`config.mk`:
```
export PLATFORM = sky130hd
export DESIGN_NAME = rtcev_event_stamp
export DESIGN_NICKNAME = d
export VERILOG_FILES = /design/src/design/rtcev_pkg.sv /design/src/design/rtcev_detect.sv /design/src/design/rtcev_event_stamp.sv /design/src/design/rtcev_stamp.sv
export SDC_FILE = /design/constraint.sdc
export NUM_CORES = 1
export LEC_CHECK = 0
export ABC_AREA = 1
export BUFFER_PORTS_ARGS = -buffer_cell sky130_fd_sc_hd__buf_2
export CORE_UTILIZATION = 61
export CTS_CLUSTER_DIAMETER = 30
export DETAILED_ROUTE_END_ITERATION = 10
export PLACE_DENSITY = 0.81
export SLEW_MARGIN = 25
export SYNTH_ARGS = -nofsm -noshare
export SYNTH_HDL_FRONTEND = slang
export SYNTH_HIERARCHICAL = 1
export SYNTH_SLANG_ARGS = --single-unit
```
`constraint.sdc`:
```
create_clock -name clk -period 3.7 [get_ports clk]
set_clock_uncertainty 0.05 [all_clocks]
set_input_delay 0.185 -clock clk [delete_from_list [all_inputs] [get_ports clk]]
set_output_delay 0.185 -clock clk [all_outputs]
set_load 0.005 [all_outputs]
```
`src/design/rtcev_pkg.sv`:
```
// Purpose: Shared constants and types for the event timestamp block.
// Assumes: 25 MHz system clock; 8-bit register map on the serial bus.
// Notes: Sample periods and hysteresis counts are defaults only.
package rtcev_pkg;

   localparam int CLK_PERIOD_NS = 40;

   // Register map.
   localparam logic [7:0] ADDR_TIME_FIRST = 8'h00;
   localparam logic [7:0] ADDR_TIME_LAST = 8'h05;
   localparam logic [7:0] ADDR_STATUS = 8'h07;
   localparam logic [7:0] ADDR_CFG = 8'h09;
   localparam logic [7:0] ADDR_STAMP_FIRST = 8'h14;
   localparam logic [7:0] ADDR_STAMP_LAST = 8'h19;

   // Field positions.
   localparam int STAT_FLAG_BIT = 4;
   localparam int CFG_HYS_LSB = 0;
   localparam int CFG_SAMP_LSB = 2;
   localparam int CFG_HALT_BIT = 5;
   localparam int CFG_BKUP_BIT = 6;
   localparam int CFG_PULL_BIT = 7;
   localparam logic [7:0] CFG_RESET = 8'h00;
   localparam logic [7:0] CFG_WMASK = 8'hef;

   // Bus address of the device; the value is arbitrary.
   localparam logic [6:0] DEV_ADDR_DEFAULT = 7'h5a;

   // Sample periods for codes 1 to 3; code 0 bypasses sampling and the filter.
   localparam int SAMP1_US = 10;
   localparam int SAMP2_US = 100;
   localparam int SAMP3_US = 1000;
   localparam int SAMP1_CYC = (SAMP1_US * 1000) / CLK_PERIOD_NS;
   localparam int SAMP2_CYC = (SAMP2_US * 1000) / CLK_PERIOD_NS;
   localparam int SAMP3_CYC = (SAMP3_US * 1000) / CLK_PERIOD_NS;

   // Consecutive high samples needed for each hysteresis code.
   localparam int HYS0_SMP = 1;
   localparam int HYS1_SMP = 2;
   localparam int HYS2_SMP = 4;
   localparam int HYS3_SMP = 8;

   localparam int NUM_TIME_BYTES = 6;
   typedef logic [NUM_TIME_BYTES-1:0][7:0] rtcev_bytes_t;

   typedef enum logic [4:0]
   {
      RTCEV_IDLE = 5'h01,
      RTCEV_ADDR = 5'h02,
      RTCEV_REGA = 5'h04,
      RTCEV_WDAT = 5'h08,
      RTCEV_RDAT = 5'h10
   } rtcev_bus_st_t;

   typedef struct packed
   {
      logic wr;
      logic [7:0] addr;
      logic [7:0] data;
   } rtcev_wr_t;

endpackage

```
`src/design/rtcev_detect.sv`:
```
// Purpose: Samples and filters the synchronised event level.
// Assumes: level is already synchronised to clk.
// Notes: detect is a one-cycle pulse on each qualified rising level.
`timescale 1ns/100ps
module rtcev_detect #(
   parameter int SAMP1_CYC = rtcev_pkg::SAMP1_CYC,
   parameter int SAMP2_CYC = rtcev_pkg::SAMP2_CYC,
   parameter int SAMP3_CYC = rtcev_pkg::SAMP3_CYC,
   parameter int HYS0 = rtcev_pkg::HYS0_SMP,
   parameter int HYS1 = rtcev_pkg::HYS1_SMP,
   parameter int HYS2 = rtcev_pkg::HYS2_SMP,
   parameter int HYS3 = rtcev_pkg::HYS3_SMP,
   parameter int DIV_W = 15
)(
   input wire logic clk,
   input wire logic arst_n,
   input wire logic level,
   input wire logic enable,
   input wire logic [1:0] samp_sel,
   input wire logic [1:0] hys_sel,
   output logic detect
);

   typedef struct packed
   {
      logic [DIV_W-1:0] div;
      logic [3:0] persist;
      logic filt;
      logic det;
   } rtcev_det_t;

   rtcev_det_t s_reg;
   rtcev_det_t s_next;
   logic tick;
   logic [DIV_W-1:0] period;
   logic [3:0] need;

   always_comb
   begin
      case (samp_sel)
         2'h1: period = DIV_W'(SAMP1_CYC - 1);
         2'h2: period = DIV_W'(SAMP2_CYC - 1);
         default: period = DIV_W'(SAMP3_CYC - 1);
      endcase
      case (hys_sel)
         2'h0: need = 4'(HYS0);
         2'h1: need = 4'(HYS1);
         2'h2: need = 4'(HYS2);
         default: need = 4'(HYS3);
      endcase
      tick = (s_reg.div >= period);
      s_next = s_reg;
      s_next.div = tick ? '0 : s_reg.div + 1'b1;
      if (!enable)
      begin
         s_next.div = '0;
         s_next.persist = 4'h0;
         s_next.filt = 1'b0;
      end
      else if (samp_sel == 2'h0)
      begin
         // Without sampling the filter is bypassed.
         s_next.persist = 4'h0;
         s_next.filt = level;
      end
      else if (tick)
      begin
         if (level)
         begin
            if (s_reg.persist < need)
               s_next.persist = s_reg.persist + 4'h1;
            s_next.filt = (s_reg.persist + 4'h1 >= need);
         end
         else
         begin
            s_next.persist = 4'h0;
            s_next.filt = 1'b0;
         end
      end
      s_next.det = s_next.filt & ~s_reg.filt;
   end

   always_ff @(posedge clk or negedge arst_n)
   begin
      if (!arst_n)
         s_reg <= '0;
      else
         s_reg <= s_next;
   end

   assign detect = s_reg.det;

   raw_follow_a: assert property (@(posedge clk) disable iff (!arst_n)
      (enable && samp_sel == 2'h0 && level && !s_reg.filt) |=> detect)
      else $error("Unsampled high level was not detected.");

   sampled_high_a: assert property (@(posedge clk) disable iff (!arst_n)
      (detect && $past(samp_sel) != 2'h0) |-> $past(level))
      else $error("Detection without a high sample.");

endmodule

```
`src/design/rtcev_event_stamp.sv`:
```
// Purpose: Event detection, flag, timestamp and counter halt, with a
//          two-wire serial slave for the register map.
// Assumes: scl_pin, sda_in, event_input and battery_mode are asynchronous.
// Notes: The clock counters sit outside and are reached via time_now,
//        clock_write and counter_halt.
`timescale 1ns/100ps
module rtcev_event_stamp #(
   parameter logic [6:0] DEV_ADDR = rtcev_pkg::DEV_ADDR_DEFAULT,
   parameter int SAMP3_CYC = rtcev_pkg::SAMP3_CYC
)(
   input wire logic clk,
   input wire logic arst_n,
   input wire logic scl_pin,
   input wire logic sda_in,
   output logic sda_out,
   output logic sda_oe,
   input wire logic event_input,
   input wire logic battery_mode,
   input wire rtcev_pkg::rtcev_bytes_t time_now,
   output logic counter_halt,
   output logic pull_enable,
   output rtcev_pkg::rtcev_wr_t clock_write
);

   typedef struct packed
   {
      logic [1:0] scl_s;
      logic [1:0] sda_s;
      logic [1:0] ev_s;
      logic [1:0] bat_s;
      logic scl_q;
      logic sda_q;
      rtcev_pkg::rtcev_bus_st_t st;
      logic [3:0] cnt;
      logic [7:0] shift;
      logic rw;
      logic ack;
      logic [7:0] ptr;
      logic [7:0] rd_byte;
      logic sda_drv;
      logic sda_oe;
      logic flag;
      logic [7:0] cfg;
      logic halt;
      logic pull_en;
      rtcev_pkg::rtcev_wr_t cw;
   } rtcev_top_t;

   localparam rtcev_top_t TOP_RESET = '{
      st: rtcev_pkg::RTCEV_IDLE,
      cfg: rtcev_pkg::CFG_RESET,
      pull_en: ~rtcev_pkg::CFG_RESET[rtcev_pkg::CFG_PULL_BIT],
      scl_s: 2'h3,
      sda_s: 2'h3,
      scl_q: 1'b1,
      sda_q: 1'b1,
      default: '0
   };

   rtcev_top_t s_reg;
   rtcev_top_t s_next;
   rtcev_pkg::rtcev_bytes_t stamp;
   logic detect;
   logic capture;
   logic sample_en;
   logic scl;
   logic sda;
   logic scl_rise;
   logic bus_start;
   logic bus_stop;
   logic wr_en;
   logic [7:0] wr_addr;
   logic [7:0] wr_data;

   function automatic logic in_range(input logic [7:0] a,
                                     input logic [7:0] lo,
                                     input logic [7:0] hi);
      in_range = (a >= lo) && (a <= hi);
   endfunction

   function automatic logic [7:0] reg_read(input logic [7:0] a);
      reg_read = 8'h00;
      if (in_range(a, rtcev_pkg::ADDR_TIME_FIRST, rtcev_pkg::ADDR_TIME_LAST))
         reg_read = time_now[3'(a - rtcev_pkg::ADDR_TIME_FIRST)];
      else if (in_range(a, rtcev_pkg::ADDR_STAMP_FIRST,
                        rtcev_pkg::ADDR_STAMP_LAST))
         reg_read = stamp[3'(a - rtcev_pkg::ADDR_STAMP_FIRST)];
      else if (a == rtcev_pkg::ADDR_STATUS)
         reg_read[rtcev_pkg::STAT_FLAG_BIT] = s_reg.flag;
      else if (a == rtcev_pkg::ADDR_CFG)
         reg_read = s_reg.cfg;
   endfunction

   // Sampling stays live in backup unless software opts out.
   assign sample_en = ~(s_reg.bat_s[1] & s_reg.cfg[rtcev_pkg::CFG_BKUP_BIT]);
   // The first event of a series owns the stamp.
   assign capture = detect & ~s_reg.flag;

   rtcev_detect #(
      .SAMP3_CYC(SAMP3_CYC)
   ) u_detect (
      .clk(clk),
      .arst_n(arst_n),
      .level(s_reg.ev_s[1]),
      .enable(sample_en),
      .samp_sel(s_reg.cfg[rtcev_pkg::CFG_SAMP_LSB +: 2]),
      .hys_sel(s_reg.cfg[rtcev_pkg::CFG_HYS_LSB +: 2]),
      .detect(detect)
   );

   rtcev_stamp u_stamp (
      .clk(clk),
      .arst_n(arst_n),
      .capture(capture),
      .time_now(time_now),
      .stamp(stamp)
   );

   assign scl = s_reg.scl_s[1];
   assign sda = s_reg.sda_s[1];
   assign scl_rise = scl & ~s_reg.scl_q;
   assign bus_start = scl & s_reg.scl_q & s_reg.sda_q & ~sda;
   assign bus_stop = scl & s_reg.scl_q & ~s_reg.sda_q & sda;

   always_comb
   begin
      s_next = s_reg;
      s_next.cw.wr = 1'b0;
      wr_en = 1'b0;
      wr_addr = s_reg.ptr;
      wr_data = {s_reg.shift[6:0], sda};
      s_next.scl_s = {s_reg.scl_s[0], scl_pin};
      s_next.sda_s = {s_reg.sda_s[0], sda_in};
      s_next.ev_s = {s_reg.ev_s[0], event_input};
      s_next.bat_s = {s_reg.bat_s[0], battery_mode};
      s_next.scl_q = scl;
      s_next.sda_q = sda;

      if (bus_start)
      begin
         s_next.st = rtcev_pkg::RTCEV_ADDR;
         s_next.cnt = 4'h0;
         s_next.ack = 1'b0;
         s_next.sda_oe = 1'b0;
      end
      else if (bus_stop)
      begin
         s_next.st = rtcev_pkg::RTCEV_IDLE;
         s_next.ack = 1'b0;
         s_next.sda_oe = 1'b0;
      end
      else if (s_reg.st != rtcev_pkg::RTCEV_IDLE)
      begin
         if (scl_rise && s_reg.cnt != 4'h8)
         begin
            s_next.shift = {s_reg.shift[6:0], sda};
            s_next.cnt = s_reg.cnt + 4'h1;
            if (s_reg.cnt == 4'h7)
            begin
               case (s_reg.st)
                  rtcev_pkg::RTCEV_ADDR:
                  begin
                     if (s_reg.shift[6:0] == DEV_ADDR)
                     begin
                        s_next.ack = 1'b1;
                        s_next.rw = sda;
                     end
                     else
                        s_next.st = rtcev_pkg::RTCEV_IDLE;
                  end
                  rtcev_pkg::RTCEV_REGA:
                  begin
                     s_next.ack = 1'b1;
                     s_next.ptr = wr_data;
                  end
                  rtcev_pkg::RTCEV_WDAT:
                  begin
                     s_next.ack = 1'b1;
                     wr_en = 1'b1;
                     s_next.ptr = s_reg.ptr + 8'h01;
                  end
                  default:
                  begin
                  end
               endcase
            end
         end
         else if (scl_rise)
         begin
            s_next.cnt = 4'h0;
            s_next.ack = 1'b0;
            case (s_reg.st)
               rtcev_pkg::RTCEV_ADDR:
               begin
                  if (s_reg.rw)
                  begin
                     s_next.st = rtcev_pkg::RTCEV_RDAT;
                     s_next.rd_byte = reg_read(s_reg.ptr);
                  end
                  else
                     s_next.st = rtcev_pkg::RTCEV_REGA;
               end
               rtcev_pkg::RTCEV_REGA:
                  s_next.st = rtcev_pkg::RTCEV_WDAT;
               rtcev_pkg::RTCEV_RDAT:
               begin
                  // A master acknowledge asks for the next address.
                  if (sda)
                     s_next.st = rtcev_pkg::RTCEV_IDLE;
                  else
                  begin
                     s_next.ptr = s_reg.ptr + 8'h01;
                     s_next.rd_byte = reg_read(s_reg.ptr + 8'h01);
                  end
               end
               default:
               begin
               end
            endcase
         end
         if (~scl & s_reg.scl_q)
         begin
            if (s_reg.cnt == 4'h8)
               s_next.sda_oe = s_reg.ack;
            else
               s_next.sda_oe = (s_reg.st == rtcev_pkg::RTCEV_RDAT) &
                               ~s_reg.rd_byte[3'(4'h7 - s_reg.cnt)];
         end
      end

      // Register writes; stamp bytes have no write path at all.
      if (wr_en)
      begin
         if (wr_addr == rtcev_pkg::ADDR_STATUS &&
             !wr_data[rtcev_pkg::STAT_FLAG_BIT])
            s_next.flag = 1'b0;
         if (wr_addr == rtcev_pkg::ADDR_CFG)
            s_next.cfg = wr_data & rtcev_pkg::CFG_WMASK;
         if (in_range(wr_addr, rtcev_pkg::ADDR_TIME_FIRST,
                      rtcev_pkg::ADDR_TIME_LAST))
         begin
            s_next.cw.wr = 1'b1;
            s_next.cw.addr = wr_addr;
            s_next.cw.data = wr_data;
            s_next.halt = 1'b0;
         end
      end

      // Event handling comes last so a coincident set beats a clear.
      if (detect)
      begin
         s_next.flag = 1'b1;
         if (s_reg.cfg[rtcev_pkg::CFG_HALT_BIT])
            s_next.halt = 1'b1;
      end
      s_next.pull_en = ~s_next.cfg[rtcev_pkg::CFG_PULL_BIT];
   end

   always_ff @(posedge clk or negedge arst_n)
   begin
      if (!arst_n)
         s_reg <= TOP_RESET;
      else
         s_reg <= s_next;
   end

   assign sda_out = s_reg.sda_drv;
   assign sda_oe = s_reg.sda_oe;
   assign counter_halt = s_reg.halt;
   assign pull_enable = s_reg.pull_en;
   assign clock_write = s_reg.cw;

   first_kept_a: assert property (@(posedge clk) disable iff (!arst_n)
      (s_reg.flag && detect) |=> $stable(stamp))
      else $error("Later event overwrote the first timestamp.");

   flag_set_a: assert property (@(posedge clk) disable iff (!arst_n)
      detect |=> s_reg.flag)
      else $error("Event did not set the flag.");

   rearm_capture_a: assert property (@(posedge clk) disable iff (!arst_n)
      (!s_reg.flag && detect) |=> (stamp == $past(time_now)) && s_reg.flag)
      else $error("Re-armed event did not capture the time.");

   halt_event_a: assert property (@(posedge clk) disable iff (!arst_n)
      (detect && s_reg.cfg[rtcev_pkg::CFG_HALT_BIT]) |=> counter_halt)
      else $error("Event did not halt the counters.");

   no_halt_a: assert property (@(posedge clk) disable iff (!arst_n)
      (!counter_halt && !(detect && s_reg.cfg[rtcev_pkg::CFG_HALT_BIT]))
      |=> !counter_halt)
      else $error("Counters halted without a qualifying event.");

   resume_write_a: assert property (@(posedge clk) disable iff (!arst_n)
      (counter_halt && wr_en && !detect &&
       in_range(wr_addr, rtcev_pkg::ADDR_TIME_FIRST,
                rtcev_pkg::ADDR_TIME_LAST))
      |=> !counter_halt && clock_write.wr)
      else $error("Time write did not resume counting.");

   backup_block_a: assert property (@(posedge clk) disable iff (!arst_n)
      (s_reg.bat_s[1] && s_reg.cfg[rtcev_pkg::CFG_BKUP_BIT]) [*2]
      |=> !detect)
      else $error("Event detected while backup sampling is disabled.");

   flag_clear_a: assert property (@(posedge clk) disable iff (!arst_n)
      (wr_en && wr_addr == rtcev_pkg::ADDR_STATUS &&
       !wr_data[rtcev_pkg::STAT_FLAG_BIT] && !detect) |=> !s_reg.flag)
      else $error("Writing zero did not clear the flag.");

   pull_ctl_a: assert property (@(posedge clk) disable iff (!arst_n)
      $changed(s_reg.cfg) |-> ##[0:1]
      (pull_enable == !s_reg.cfg[rtcev_pkg::CFG_PULL_BIT]))
      else $error("Pull source does not follow its control bit.");

   stop_release_a: assert property (@(posedge clk) disable iff (!arst_n)
      bus_stop |=> !sda_oe && s_reg.st == rtcev_pkg::RTCEV_IDLE)
      else $error("Stop condition did not release the bus.");

   event_seen_c: cover property (@(posedge clk) disable iff (!arst_n)
      capture);
   halt_seen_c: cover property (@(posedge clk) disable iff (!arst_n)
      $rose(counter_halt));
   stamp_read_c: cover property (@(posedge clk) disable iff (!arst_n)
      scl_rise && s_reg.st == rtcev_pkg::RTCEV_RDAT && s_reg.cnt == 4'h8
      && s_reg.ptr == rtcev_pkg::ADDR_STAMP_LAST);
   flag_clear_c: cover property (@(posedge clk) disable iff (!arst_n)
      $fell(s_reg.flag));

endmodule

```
`src/design/rtcev_stamp.sv`:
```
// Purpose: Holds the captured clock and calendar bytes.
// Assumes: capture is a one-cycle pulse on clk.
// Notes: No reset; contents survive everything except loss of power.
`timescale 1ns/100ps
module rtcev_stamp (
   input wire logic clk,
   input wire logic arst_n,
   input wire logic capture,
   input wire rtcev_pkg::rtcev_bytes_t time_now,
   output rtcev_pkg::rtcev_bytes_t stamp
);

   typedef struct packed
   {
      rtcev_pkg::rtcev_bytes_t bytes;
   } rtcev_stamp_t;

   rtcev_stamp_t s_reg;
   rtcev_stamp_t s_next;

   always_comb
   begin
      s_next = s_reg;
      if (capture)
         s_next.bytes = time_now;
   end

   // Reset is deliberately not applied: only power loss may erase it.
   always_ff @(posedge clk)
   begin
      s_reg <= s_next;
   end

   assign stamp = s_reg.bytes;

   stamp_load_a: assert property (@(posedge clk) disable iff (!arst_n)
      capture |=> (stamp == $past(time_now)))
      else $error("Timestamp did not load the current time.");

   stamp_keep_a: assert property (@(posedge clk) disable iff (!arst_n)
      (!capture && $past(!capture)) |=> $stable(stamp))
      else $error("Timestamp changed without a capture.");

endmodule

```
==> out/qor.csv, run 1 <==
stage,metric,value,unit
yosys,synth.distinct_cells,48,
yosys,synth_mux_area_share,0.4382,%
worst_setup_path,critPathMaxFanout,16,
timing,worst_pin_slew,945.5,ps
clock_tree,cts.sinks,141,
timing,setup_viol,0,
yosys,synth-main-ff-cell,dfrtp_1,
global_routing,grt_util_all_layers,31.95,%
timing,finalHoldViolations,0,
yosys,synth_area,9138,um2
clock_tree,clk-insertion-delay-late,430,ps
final_layout,n_antenna_cell,0,
clock_tree,htree_levels,4,
floorplan,die_area,15470,um2
min_path,min_path_cells,0,
yosys,async_flop_share,65.96,%
run_status,outcome,"complete, no violations",
timing,timing.fmax,365.5,MHz
yosys,synth_xor_area_share,0.9585,%
floorplan,core_area,14590,um2
floorplan,ios,75,
detailed_routing,drtIter0Drc,928,
yosys,yosys_register_bits,141,
floorplan,dieWidth,124.4,um
clock_tree,cts_root_buf,clkbuf_16,
global_routing,grt_pass1_vias,8055,
worst_setup_path,critPathLaunchType,flop,
detailed_routing,wirelength,24080,um
detailed_routing,ant_nets,0,
yosys,synthCells,1156,
clock_tree,numCtsBuffers,17,
final_layout,final_cell_mix,"nand2_1, inv_1, o21ai_0",
worst_setup_path,worstPathArrival,3040,ps
clock_tree,cts_tree,built,
yosys,yosysSeqAreaShare,41.35,%
final_layout,final_common_cell,nand2_1,
power_and_ir_drop,p_leak,4.754,nW
final_layout,drive_gt1_share,17.61,%
final_layout,utilization,72.57,%
power_and_ir_drop,power.density,416.8,nW/um2
yosys,synthTopCellsByArea,"dfrtp_1, edfxtp_1, nand2_1, o21ai_0, inv_1",
yosys,synth-compound-area-share,14.99,%
timing,period_share,73.94,%
detailed_routing,drt_first_pass_iters,7,
place,port_buffers,73,
detailed_routing,wire_per_inst,16.66,um
final_layout,largest_register_ffs,48,
timing,tns,0,ps
floorplan,placementRows,44,
final_layout,final_nets,1334,
yosys,yosysTopAreaCell,dfrtp_1,
worst_setup_path,worstPathRequired,4010,ps
floorplan,start_util,62.63,%
place,dp.cells,1360,
detailed_routing,post-route-drc-count,0,
clock_tree,clk_path_buf_depth,2,
yosys,yosysWarnings,6,
yosys,synth_fa_ha_area_share,4.382,%
global_routing,grt-ovfl-total,0,
final_layout,nFillCells,1039,
clock_tree,path_clk_slew,60,ps
worst_setup_path,end_kind,flop,
yosys,avgSynthCellArea,7.904,um2
clock_tree,cts_resized,0,
detailed_routing,viasPerCell,5.862,
yosys,netlist.area_leader.share,23.28,%
min_path,hp-class,flop to flop,
timing,fin_crit,2736,ps
yosys,synth_edf_count,48,
place,gp_congestion,0.9107,
timing,slew_viol_final,0,
place,dp_hpwl,16160,um
global_routing,grt_pass1_wl,39070,um
yosys,synthSimpleGateAreaFrac,28.02,%
yosys,synth_top_family_by_area,simple AND/OR/NAND/NOR gates,
power_and_ir_drop,vdd_drop_max,346.8,uV
worst_setup_path,worstRegToRegCells,11,
final_layout,layout.cells.non_filler,1445,
final_layout,areaGrowthSynthToFinish,15.87,%
floorplan,die_h,124.4,um
global_routing,antenna_found_initial,0,
flow_run,maxCapViolCount,0,
global_routing,grt_max_degree,109,
timing,maxSlewHeadroom,36.97,%
timing,rsz0062_at_grt,false,
yosys,syn_nets,1242,
detailed_routing,vias,8470,
worst_setup_path,critPathKind,flop to flop,
## area by class of cell
type	count	area [um2]	share of cell area (%)
Multi-Input combinational cell	812	4472	42.24
Sequential cell	141	3782	35.72
Timing Repair Buffer	133	950.9	8.981
Inverter	143	536.8	5.070
Clock buffer	25	518.0	4.892
Tap cell	184	230.2	2.174
Clock inverter	7	97.59	0.9218
## metrics by stage
| step | hold WS [ps] | power [mW] | cell area [um2] | setup WS [ps] |
|---|---|---|---|---|
| floorplan | -160.6 | 2.376 | 9138 | 767.8 |
| global placement | 240.1 | 2.554 | 9439 | 1166 |
| CTS | 305.4 | 4.402 | 10590 | 1023 |
| global route | 308.8 | 4.584 | 10590 | 754.5 |
| finish | 303.6 | 4.412 | 10590 | 964.0 |
| detailed placement | 242.9 | 2.577 | 9439 | 1087 |
## cells by family after synthesis
family,Yosys count
other cells,1
simple gates,521
fa+ha+maj,32
flops,141
buf+inv,203
compound gates,244
xor+xnor,10
mux,4
## power by group
part | switching [mW] | internal [mW]
clock network | 0.675 | 1.11
registers | 0.114 | 1.73
logic | 0.512 | 0.273
total | 1.30 | 3.11
## critical path: stages (launching register included)
cell and delay (ps):
dfrtp_1 710, inv_2 220, ha_1 340, inv_1 480
nand2_1 150, nand3_1 130, nand3_1 120, o21ai_0 100
nand3_1 110, nand3_2 80, nand2_1 70, a21oi_2 110
## repair_timing
action                    in CTS  in global routing
buffers inserted               0                  0
hold buffers                  53                  0
hold endpoints to repair     111                  0
## cells in the mapped netlist (all sizes together), types with 13 or more instances
library cell	instances
nand2	253
inv	143
o21ai	133
nor2	126
nand3	102
dfrtp	85
a21oi	76
edfxtp	48
buf	42
ha	32
o211ai	26
clkbuf	18
nor3	17
nand4	13
## worst paths after layout
| check | from | endpoint | slack (ps) |
|---|---|---|---|
| min | s_next[74] | s_next[66] | 300 |
| max reg2reg | wr_addr[1] | s_reg[30] | 960 |
| min in group asynchronous | arst_n | u_detect/s_reg[2] | 350 |
| max in group asynchronous | arst_n | s_reg[59] | 2360 |
| min reg2reg | s_next[74] | s_next[66] | 300 |
| max | wr_addr[1] | s_reg[30] | 960 |
## routing by layer
layer  vias to the layer above  routed length, um  global-route usage, %
met2                       460              11670                  52.65
met1                      3904               9336                  39.50
met3                       117               1825                  5.155
met5                         -                  0                      0
met4                         0               1243                  19.06
li1                       3989                  -                      -
Note: power is estimated with default switching activity, not from simulation.
==> run 2, diff against run 1 <==
Clock period 3.7 ns to 2.78 ns, I/O delays scaled along.
==> out/qor.csv, run 2 (synthesis gave the netlist of run 1 again) <==
stage,metric,value,unit,change
run_status,outcome,"complete, no violations",,
timing,timing.fmax,388.5,MHz,+6.3%
place,place_ws,272.0,ps,-815.3 ps
flow_run,maxCapViolCount,0,,unchanged
timing,worst_slack,206.1,ps,-757.9 ps
timing,slew_viol_final,0,,unchanged
place,dp.cells,1367,,+0.51%
clock_tree,clk_path_buf_depth,2,,unchanged
floorplan,dieWidth,124.4,um,unchanged
final_layout,largest_register_ffs,48,,unchanged
final_layout,final_nets,1341,,+0.52%
floorplan,ios,75,,unchanged
global_routing,grt_util_all_layers,32.59,%,+0.64 points
power_and_ir_drop,vdd_drop_max,490.7,uV,+42%
worst_setup_path,critPathMaxFanout,14,,-2
final_layout,drive_gt1_share,18.30,%,+0.69 points
timing,finalHoldViolations,0,,unchanged
clock_tree,numCtsBuffers,17,,unchanged
clock_tree,clk-insertion-delay-late,430,ps,about the same
power_and_ir_drop,power.density,561.4,nW/um2,+35%
floorplan,placementRows,44,,unchanged
final_layout,utilization,73.34,%,+0.76 points
min_path,hp-class,primary input to asynchronous set/reset pin,,
final_layout,n_antenna_cell,0,,unchanged
worst_setup_path,path_cells,"inv_1, ha_1, inv_1, ha_1, nand2_1, inv_1, a21oi_1, nand2_1, nand2_2, nand3_4, nor2_1, o21a_1",,
place,port_buffers,73,,unchanged
clock_tree,path_clk_slew,60,ps,about the same
timing,rsz0062_at_grt,false,,
global_routing,grt-ovfl-total,0,,unchanged
clock_tree,post_cts_buffers,0,,unchanged
floorplan,core_area,14590,um2,unchanged
timing,period_share,92.58,%,+19 points
power_and_ir_drop,p_leak,4.814,nW,+1.3%
detailed_routing,drtIter0Drc,818,,-12%
detailed_routing,wire_per_inst,16.74,um,+0.49%
final_layout,design_area,10700,um2,+1.1%
worst_setup_path,worstPathRequired,3110,ps,-900 ps
timing,fin_crit,2574,ps,-162.1 ps
final_layout,layout.cells.non_filler,1452,,+0.48%
final_layout,final_common_cell,nand2_1,,
floorplan,die_area,15470,um2,unchanged
worst_setup_path,cp_slowest_cell,dfrtp_1,,
timing,tns,0,ps,unchanged
power_and_ir_drop,p_total,6.006,mW,+36%
worst_setup_path,cp_slowest_stage_delay,500,ps,-210 ps
detailed_routing,wirelength,24310,um,+0.97%
place,place_area,9517,um2,+0.82%
global_routing,grt_pass1_wl,39810,um,+1.9%
detailed_routing,post-route-drc-count,0,,unchanged
place,gp_congestion,0.9333,,+2.5%
worst_setup_path,end_kind,flop,,
clock_tree,cts.sinks,141,,unchanged
global_routing,grt_max_degree,116,,+6.4%
global_routing,grt_pass1_vias,8222,,+2.1%
global_routing,antenna_found_initial,0,,unchanged
final_layout,final_cell_mix,"nand2_1, inv_1, o21ai_0",,
floorplan,start_util,62.63,%,unchanged
clock_tree,htree_levels,4,,unchanged
worst_setup_path,critPathKind,flop to flop,,
detailed_routing,drt_first_pass_iters,6,,-1
clock_tree,cts_root_buf,clkbuf_16,,
detailed_routing,viasPerCell,5.825,,-0.62%
detailed_routing,ant_nets,0,,unchanged
timing,maxSlewHeadroom,55.52,%,+19 points
timing,worst_pin_slew,667.2,ps,-278.3 ps
timing,hold_ws,220.0,ps,-83.65 ps
final_layout,areaGrowthSynthToFinish,17.09,%,
worst_setup_path,critPathMostFrequentCell,inv_1,,
floorplan,die_h,124.4,um,unchanged
place,dp_hpwl,16110,um,-0.33%
timing,setup_viol,0,,unchanged
detailed_routing,vias,8458,,-0.14%
clock_tree,cts_tree,built,,
worst_setup_path,worstPathArrival,2900,ps,-140 ps
worst_setup_path,critPathLaunchType,flop,,
[run 2: changes by cell type in the layout (fill, tap and decap cells not counted)]
cell / delta
buf_12: +2
buf_4: +5
bufinv_16: +1
clkbuf_1: -4
clkinv_2: +1
clkinvlp_4: +1
inv_6: +1
nor2_1: +1
nor2_2: -1
[run 2: final timing paths]
path                             from            endpoint  slack (ps)  cells past startpoint
setup / recovery            s_reg[22]  u_detect/s_reg[17]         210                     12
hold / removal                 arst_n           s_reg[70]         220                      3
setup reg to reg            s_reg[22]  u_detect/s_reg[17]         210                     12
max in group asynchronous      arst_n           s_reg[65]        2030                      3
hold reg to reg            s_next[74]          s_next[66]         310                      0
min in group clk               sda_in          s_next[72]         300                      2
[run 2: per-layer routing]
| metal | part of all wire, % | track usage [%] | wire, um | up-vias |
|---|---|---|---|---|
| met5 | 0 | 0 | 0 | - |
| met2 | 48 | 53.98 | 11760 | 445 |
| li1 | - | - | - | 4025 |
| met1 | 39 | 39.61 | 9432 | 3885 |
| met4 | 5.2 | 19.14 | 1270 | 0 |
| met3 | 7.6 | 6.143 | 1842 | 103 |
[run 2: repair_timing]
item	CTS	global route
setup endpoints to repair	0	0
resized for setup	0	0
hold buffers	53	0
hold endpoints to repair	137	0
[run 2: report_power, final]
group	internal, mW	leakage [nW]	switching, mW
Sequential	2.30	1.65	0.150
Combinational	0.368	2.84	0.680
Clock	1.57	0.321	0.940
[run 2: worst max-delay path, delay by kind of cell (launching register included)]
kind            cells  cell delay, ps
fa+ha+maj           2             670
simple gates        5             810
compound gates      2             260
flops               1             500
buf+inv             3             240
[run 2: layout make-up]
class,instances,area (um2)
Clock buffer,21,503.0
Clock inverter,11,148.9
Fill cell,1061,3890
Inverter,143,536.8
Multi-Input combinational cell,812,4469
Sequential cell,141,3782
Tap cell,184,230.2
Timing Repair Buffer,140,1028
==> run 3, diff against run 2 <==
--- a/config.mk
+++ b/config.mk
@@ -9,6 +9,7 @@
 export BUFFER_PORTS_ARGS = -buffer_cell sky130_fd_sc_hd__buf_2
-export CORE_UTILIZATION = 61
+export CORE_UTILIZATION = 63
+export CTS_BUF_LIST = sky130_fd_sc_hd__clkbuf_2 sky130_fd_sc_hd__clkbuf_4 sky130_fd_sc_hd__clkbuf_8
 export CTS_CLUSTER_DIAMETER = 30
 export DETAILED_ROUTE_END_ITERATION = 10
-export PLACE_DENSITY = 0.81
+export PLACE_DENSITY = 0.83
 export SLEW_MARGIN = 25
==> constraint.sdc (replaced) <==
create_clock -name clk -period 2.78 [get_ports clk]
set_clock_uncertainty 0.05 [all_clocks]
set_input_delay 0.278 -clock clk [delete_from_list [all_inputs] [get_ports clk]]
set_output_delay 0.278 -clock clk [all_outputs]
set_load 0.1 [all_outputs]
==> out/qor.csv, run 3 (synthesis gave the netlist of run 1 again) <==
stage,metric,value,unit,change
detailed_routing,wirelength,24680,um,+1.5%
global_routing,grt_max_degree,59,,-49%
final_layout,areaGrowthSynthToFinish,14.64,%,
clock_tree,htree_levels,4,,unchanged
place,dp.cells,1365,,-0.15%
place,port_buffers,73,,unchanged
final_layout,largest_register_ffs,48,,unchanged
place,place_ws,251.7,ps,-20.28 ps
global_routing,grt_util_all_layers,35.28,%,+2.7 points
floorplan,placementRows,43,,-2.3%
power_and_ir_drop,p_int,3.588,mW,-15%
power_and_ir_drop,power.switching,1.788,mW,+1.1%
run_status,outcome,"complete, no violations",,
detailed_routing,ant_nets,0,,unchanged
worst_setup_path,worstPathRequired,3140,ps,+30 ps
global_routing,grt_pass1_wl,40230,um,+1.1%
floorplan,ios,75,,unchanged
timing,rsz0062_at_grt,false,,
place,place_area,9514,um2,about the same
floorplan,core_area,13990,um2,-4.1%
floorplan,dieWidth,122.4,um,-1.6%
final_layout,layout.cells.non_filler,1450,,-0.14%
place,gp_congestion,0.9839,,+5.4%
clock_tree,cts_tree,built,,
min_path,hp-class,primary input to asynchronous set/reset pin,,
power_and_ir_drop,switching_share,33.26,%,+3.8 points
timing,setup_viol,0,,unchanged
power_and_ir_drop,combinationalPowerShare,20.6,%,+3.1 points
final_layout,drive_gt1_share,18.43,%,+0.13 points
clock_tree,cts_resized,0,,unchanged
clock_tree,clk-insertion-delay-late,480,ps,+50 ps
worst_setup_path,critPathLaunchType,flop,,
detailed_routing,drtIter0Drc,872,,+6.6%
flow_run,maxCapViolCount,0,,unchanged
detailed_routing,wire_per_inst,17.02,um,+1.7%
worst_setup_path,critPathKind,flop to flop,,
timing,finalHoldViolations,0,,unchanged
power_and_ir_drop,p_total,5.377,mW,-10%
detailed_routing,viasPerCell,5.896,,+1.2%
timing,maxSlewHeadroom,55.27,%,-0.26 points
worst_setup_path,end_kind,flop,,
timing,worst_slack,193.0,ps,-13.10 ps
power_and_ir_drop,pwr-share-seq,45.5,%,+4.8 points
power_and_ir_drop,p_leak,4.716,nW,-2.0%
worst_setup_path,worstPathArrival,2950,ps,+50 ps
final_layout,final_common_cell,nand2_1,,
clock_tree,path_clk_slew,90,ps,+30 ps
timing,period_share,93.06,%,+0.47 points
timing,slew_viol_final,0,,unchanged
power_and_ir_drop,power_frac_clock,33.9,%,-7.9 points
global_routing,grt-ovfl-total,0,,unchanged
detailed_routing,vias,8549,,+1.1%
clock_tree,numCtsBuffers,17,,unchanged
detailed_routing,post-route-drc-count,0,,unchanged
final_layout,design_area,10480,um2,-2.1%
global_routing,antenna_found_initial,0,,unchanged
final_layout,final_cell_mix,"nand2_1, inv_1, o21ai_0",,
floorplan,die_h,122.4,um,-1.6%
clock_tree,cts.sinks,141,,unchanged
timing,tns,0,ps,unchanged
timing,timing.fmax,386.6,MHz,-0.51%
final_layout,n_antenna_cell,0,,unchanged
power_and_ir_drop,power.density,513.3,nW/um2,-8.6%
timing,fin_crit,2587,ps,+13.10 ps
clock_tree,cts_root_buf,clkbuf_8,,
place,dp_hpwl,16760,um,+4.0%
clock_tree,clk_path_buf_depth,2,,unchanged
timing,worst_pin_slew,671.0,ps,+3.838 ps
floorplan,die_area,14990,um2,-3.1%
floorplan,start_util,65.32,%,+2.7 points
global_routing,grt_pass1_vias,8212,,-0.12%
final_layout,final_nets,1343,,+0.15%
worst_setup_path,critPathMaxFanout,14,,unchanged
detailed_routing,drt_first_pass_iters,5,,-1
power_and_ir_drop,vdd_drop_max,366.2,uV,-25%
run 3: worst paths after layout:
kind / start / to / slack (ps) / depth (start not counted)
hold reg to reg: s_next[74] / s_next[66] / 310 / 0
setup reg to reg: s_reg[22] / u_detect/s_reg[15] / 190 / 13
max in group asynchronous: arst_n / s_next[74] / 1680 / 3
min in group clk: s_next[74] / s_next[66] / 310 / 0
setup / recovery: s_reg[22] / u_detect/s_reg[15] / 190 / 13
hold / removal: arst_n / u_detect/s_reg[2] / 260 / 2
run 3: stage by stage:
step	hold WS, ps	utilization (%)
final	259.2	74.88
after global routing	295.3	74.88
after CTS	269.6	74.88
after detailed placement	239.2	68.01
after global placement	227.8	68.01
after floorplan	-67.59	-
run 3: worst max-delay path, stage by stage, from the launching register on:
cell and delay (ps):
dfrtp_1 510, inv_1 130, ha_1 370, inv_1 60, ha_1 280, nand2_1 80, inv_1 40, a21oi_1 170
nand2_1 100, nand2_2 150, nand3_4 280, inv_2 140, nand2_1 50, a21oi_1 100
run 3: timing repair:
action,CTS,global route
hold endpoints to repair,87,0
buffers inserted,0,0
hold buffers,53,0
run 3: cell type report:
class	count	area [um2]
Timing Repair Buffer	142	1031
Fill cell	1071	3513
Multi-Input combinational cell	812	4469
Inverter	143	536.8
Sequential cell	141	3782
Clock buffer	18	247.7
Tap cell	180	225.2
Clock inverter	14	182.7
run 3: per-layer routing:
| metal | routed length (um) | GRT usage [%] | share of wire, % | up-vias |
|---|---|---|---|---|
| li1 | - | - | - | 4021 |
| met1 | 9719 | 43.35 | 39 | 4001 |
| met2 | 11820 | 57.51 | 48 | 426 |
| met3 | 1929 | 7.110 | 7.8 | 101 |
| met4 | 1216 | 20.73 | 4.9 | 0 |
| met5 | 0 | 0 | 0 | - |
run 3: power groups by stage:
stage	Combinational, mW	Sequential [mW]	Clock, mW
final	1.11	2.45	1.83
after global routing	1.23	2.46	1.93
after CTS	1.09	2.44	1.84
after detailed placement	1.02	2.48	0
after global placement	0.986	2.47	0
after floorplan	0.756	2.46	0
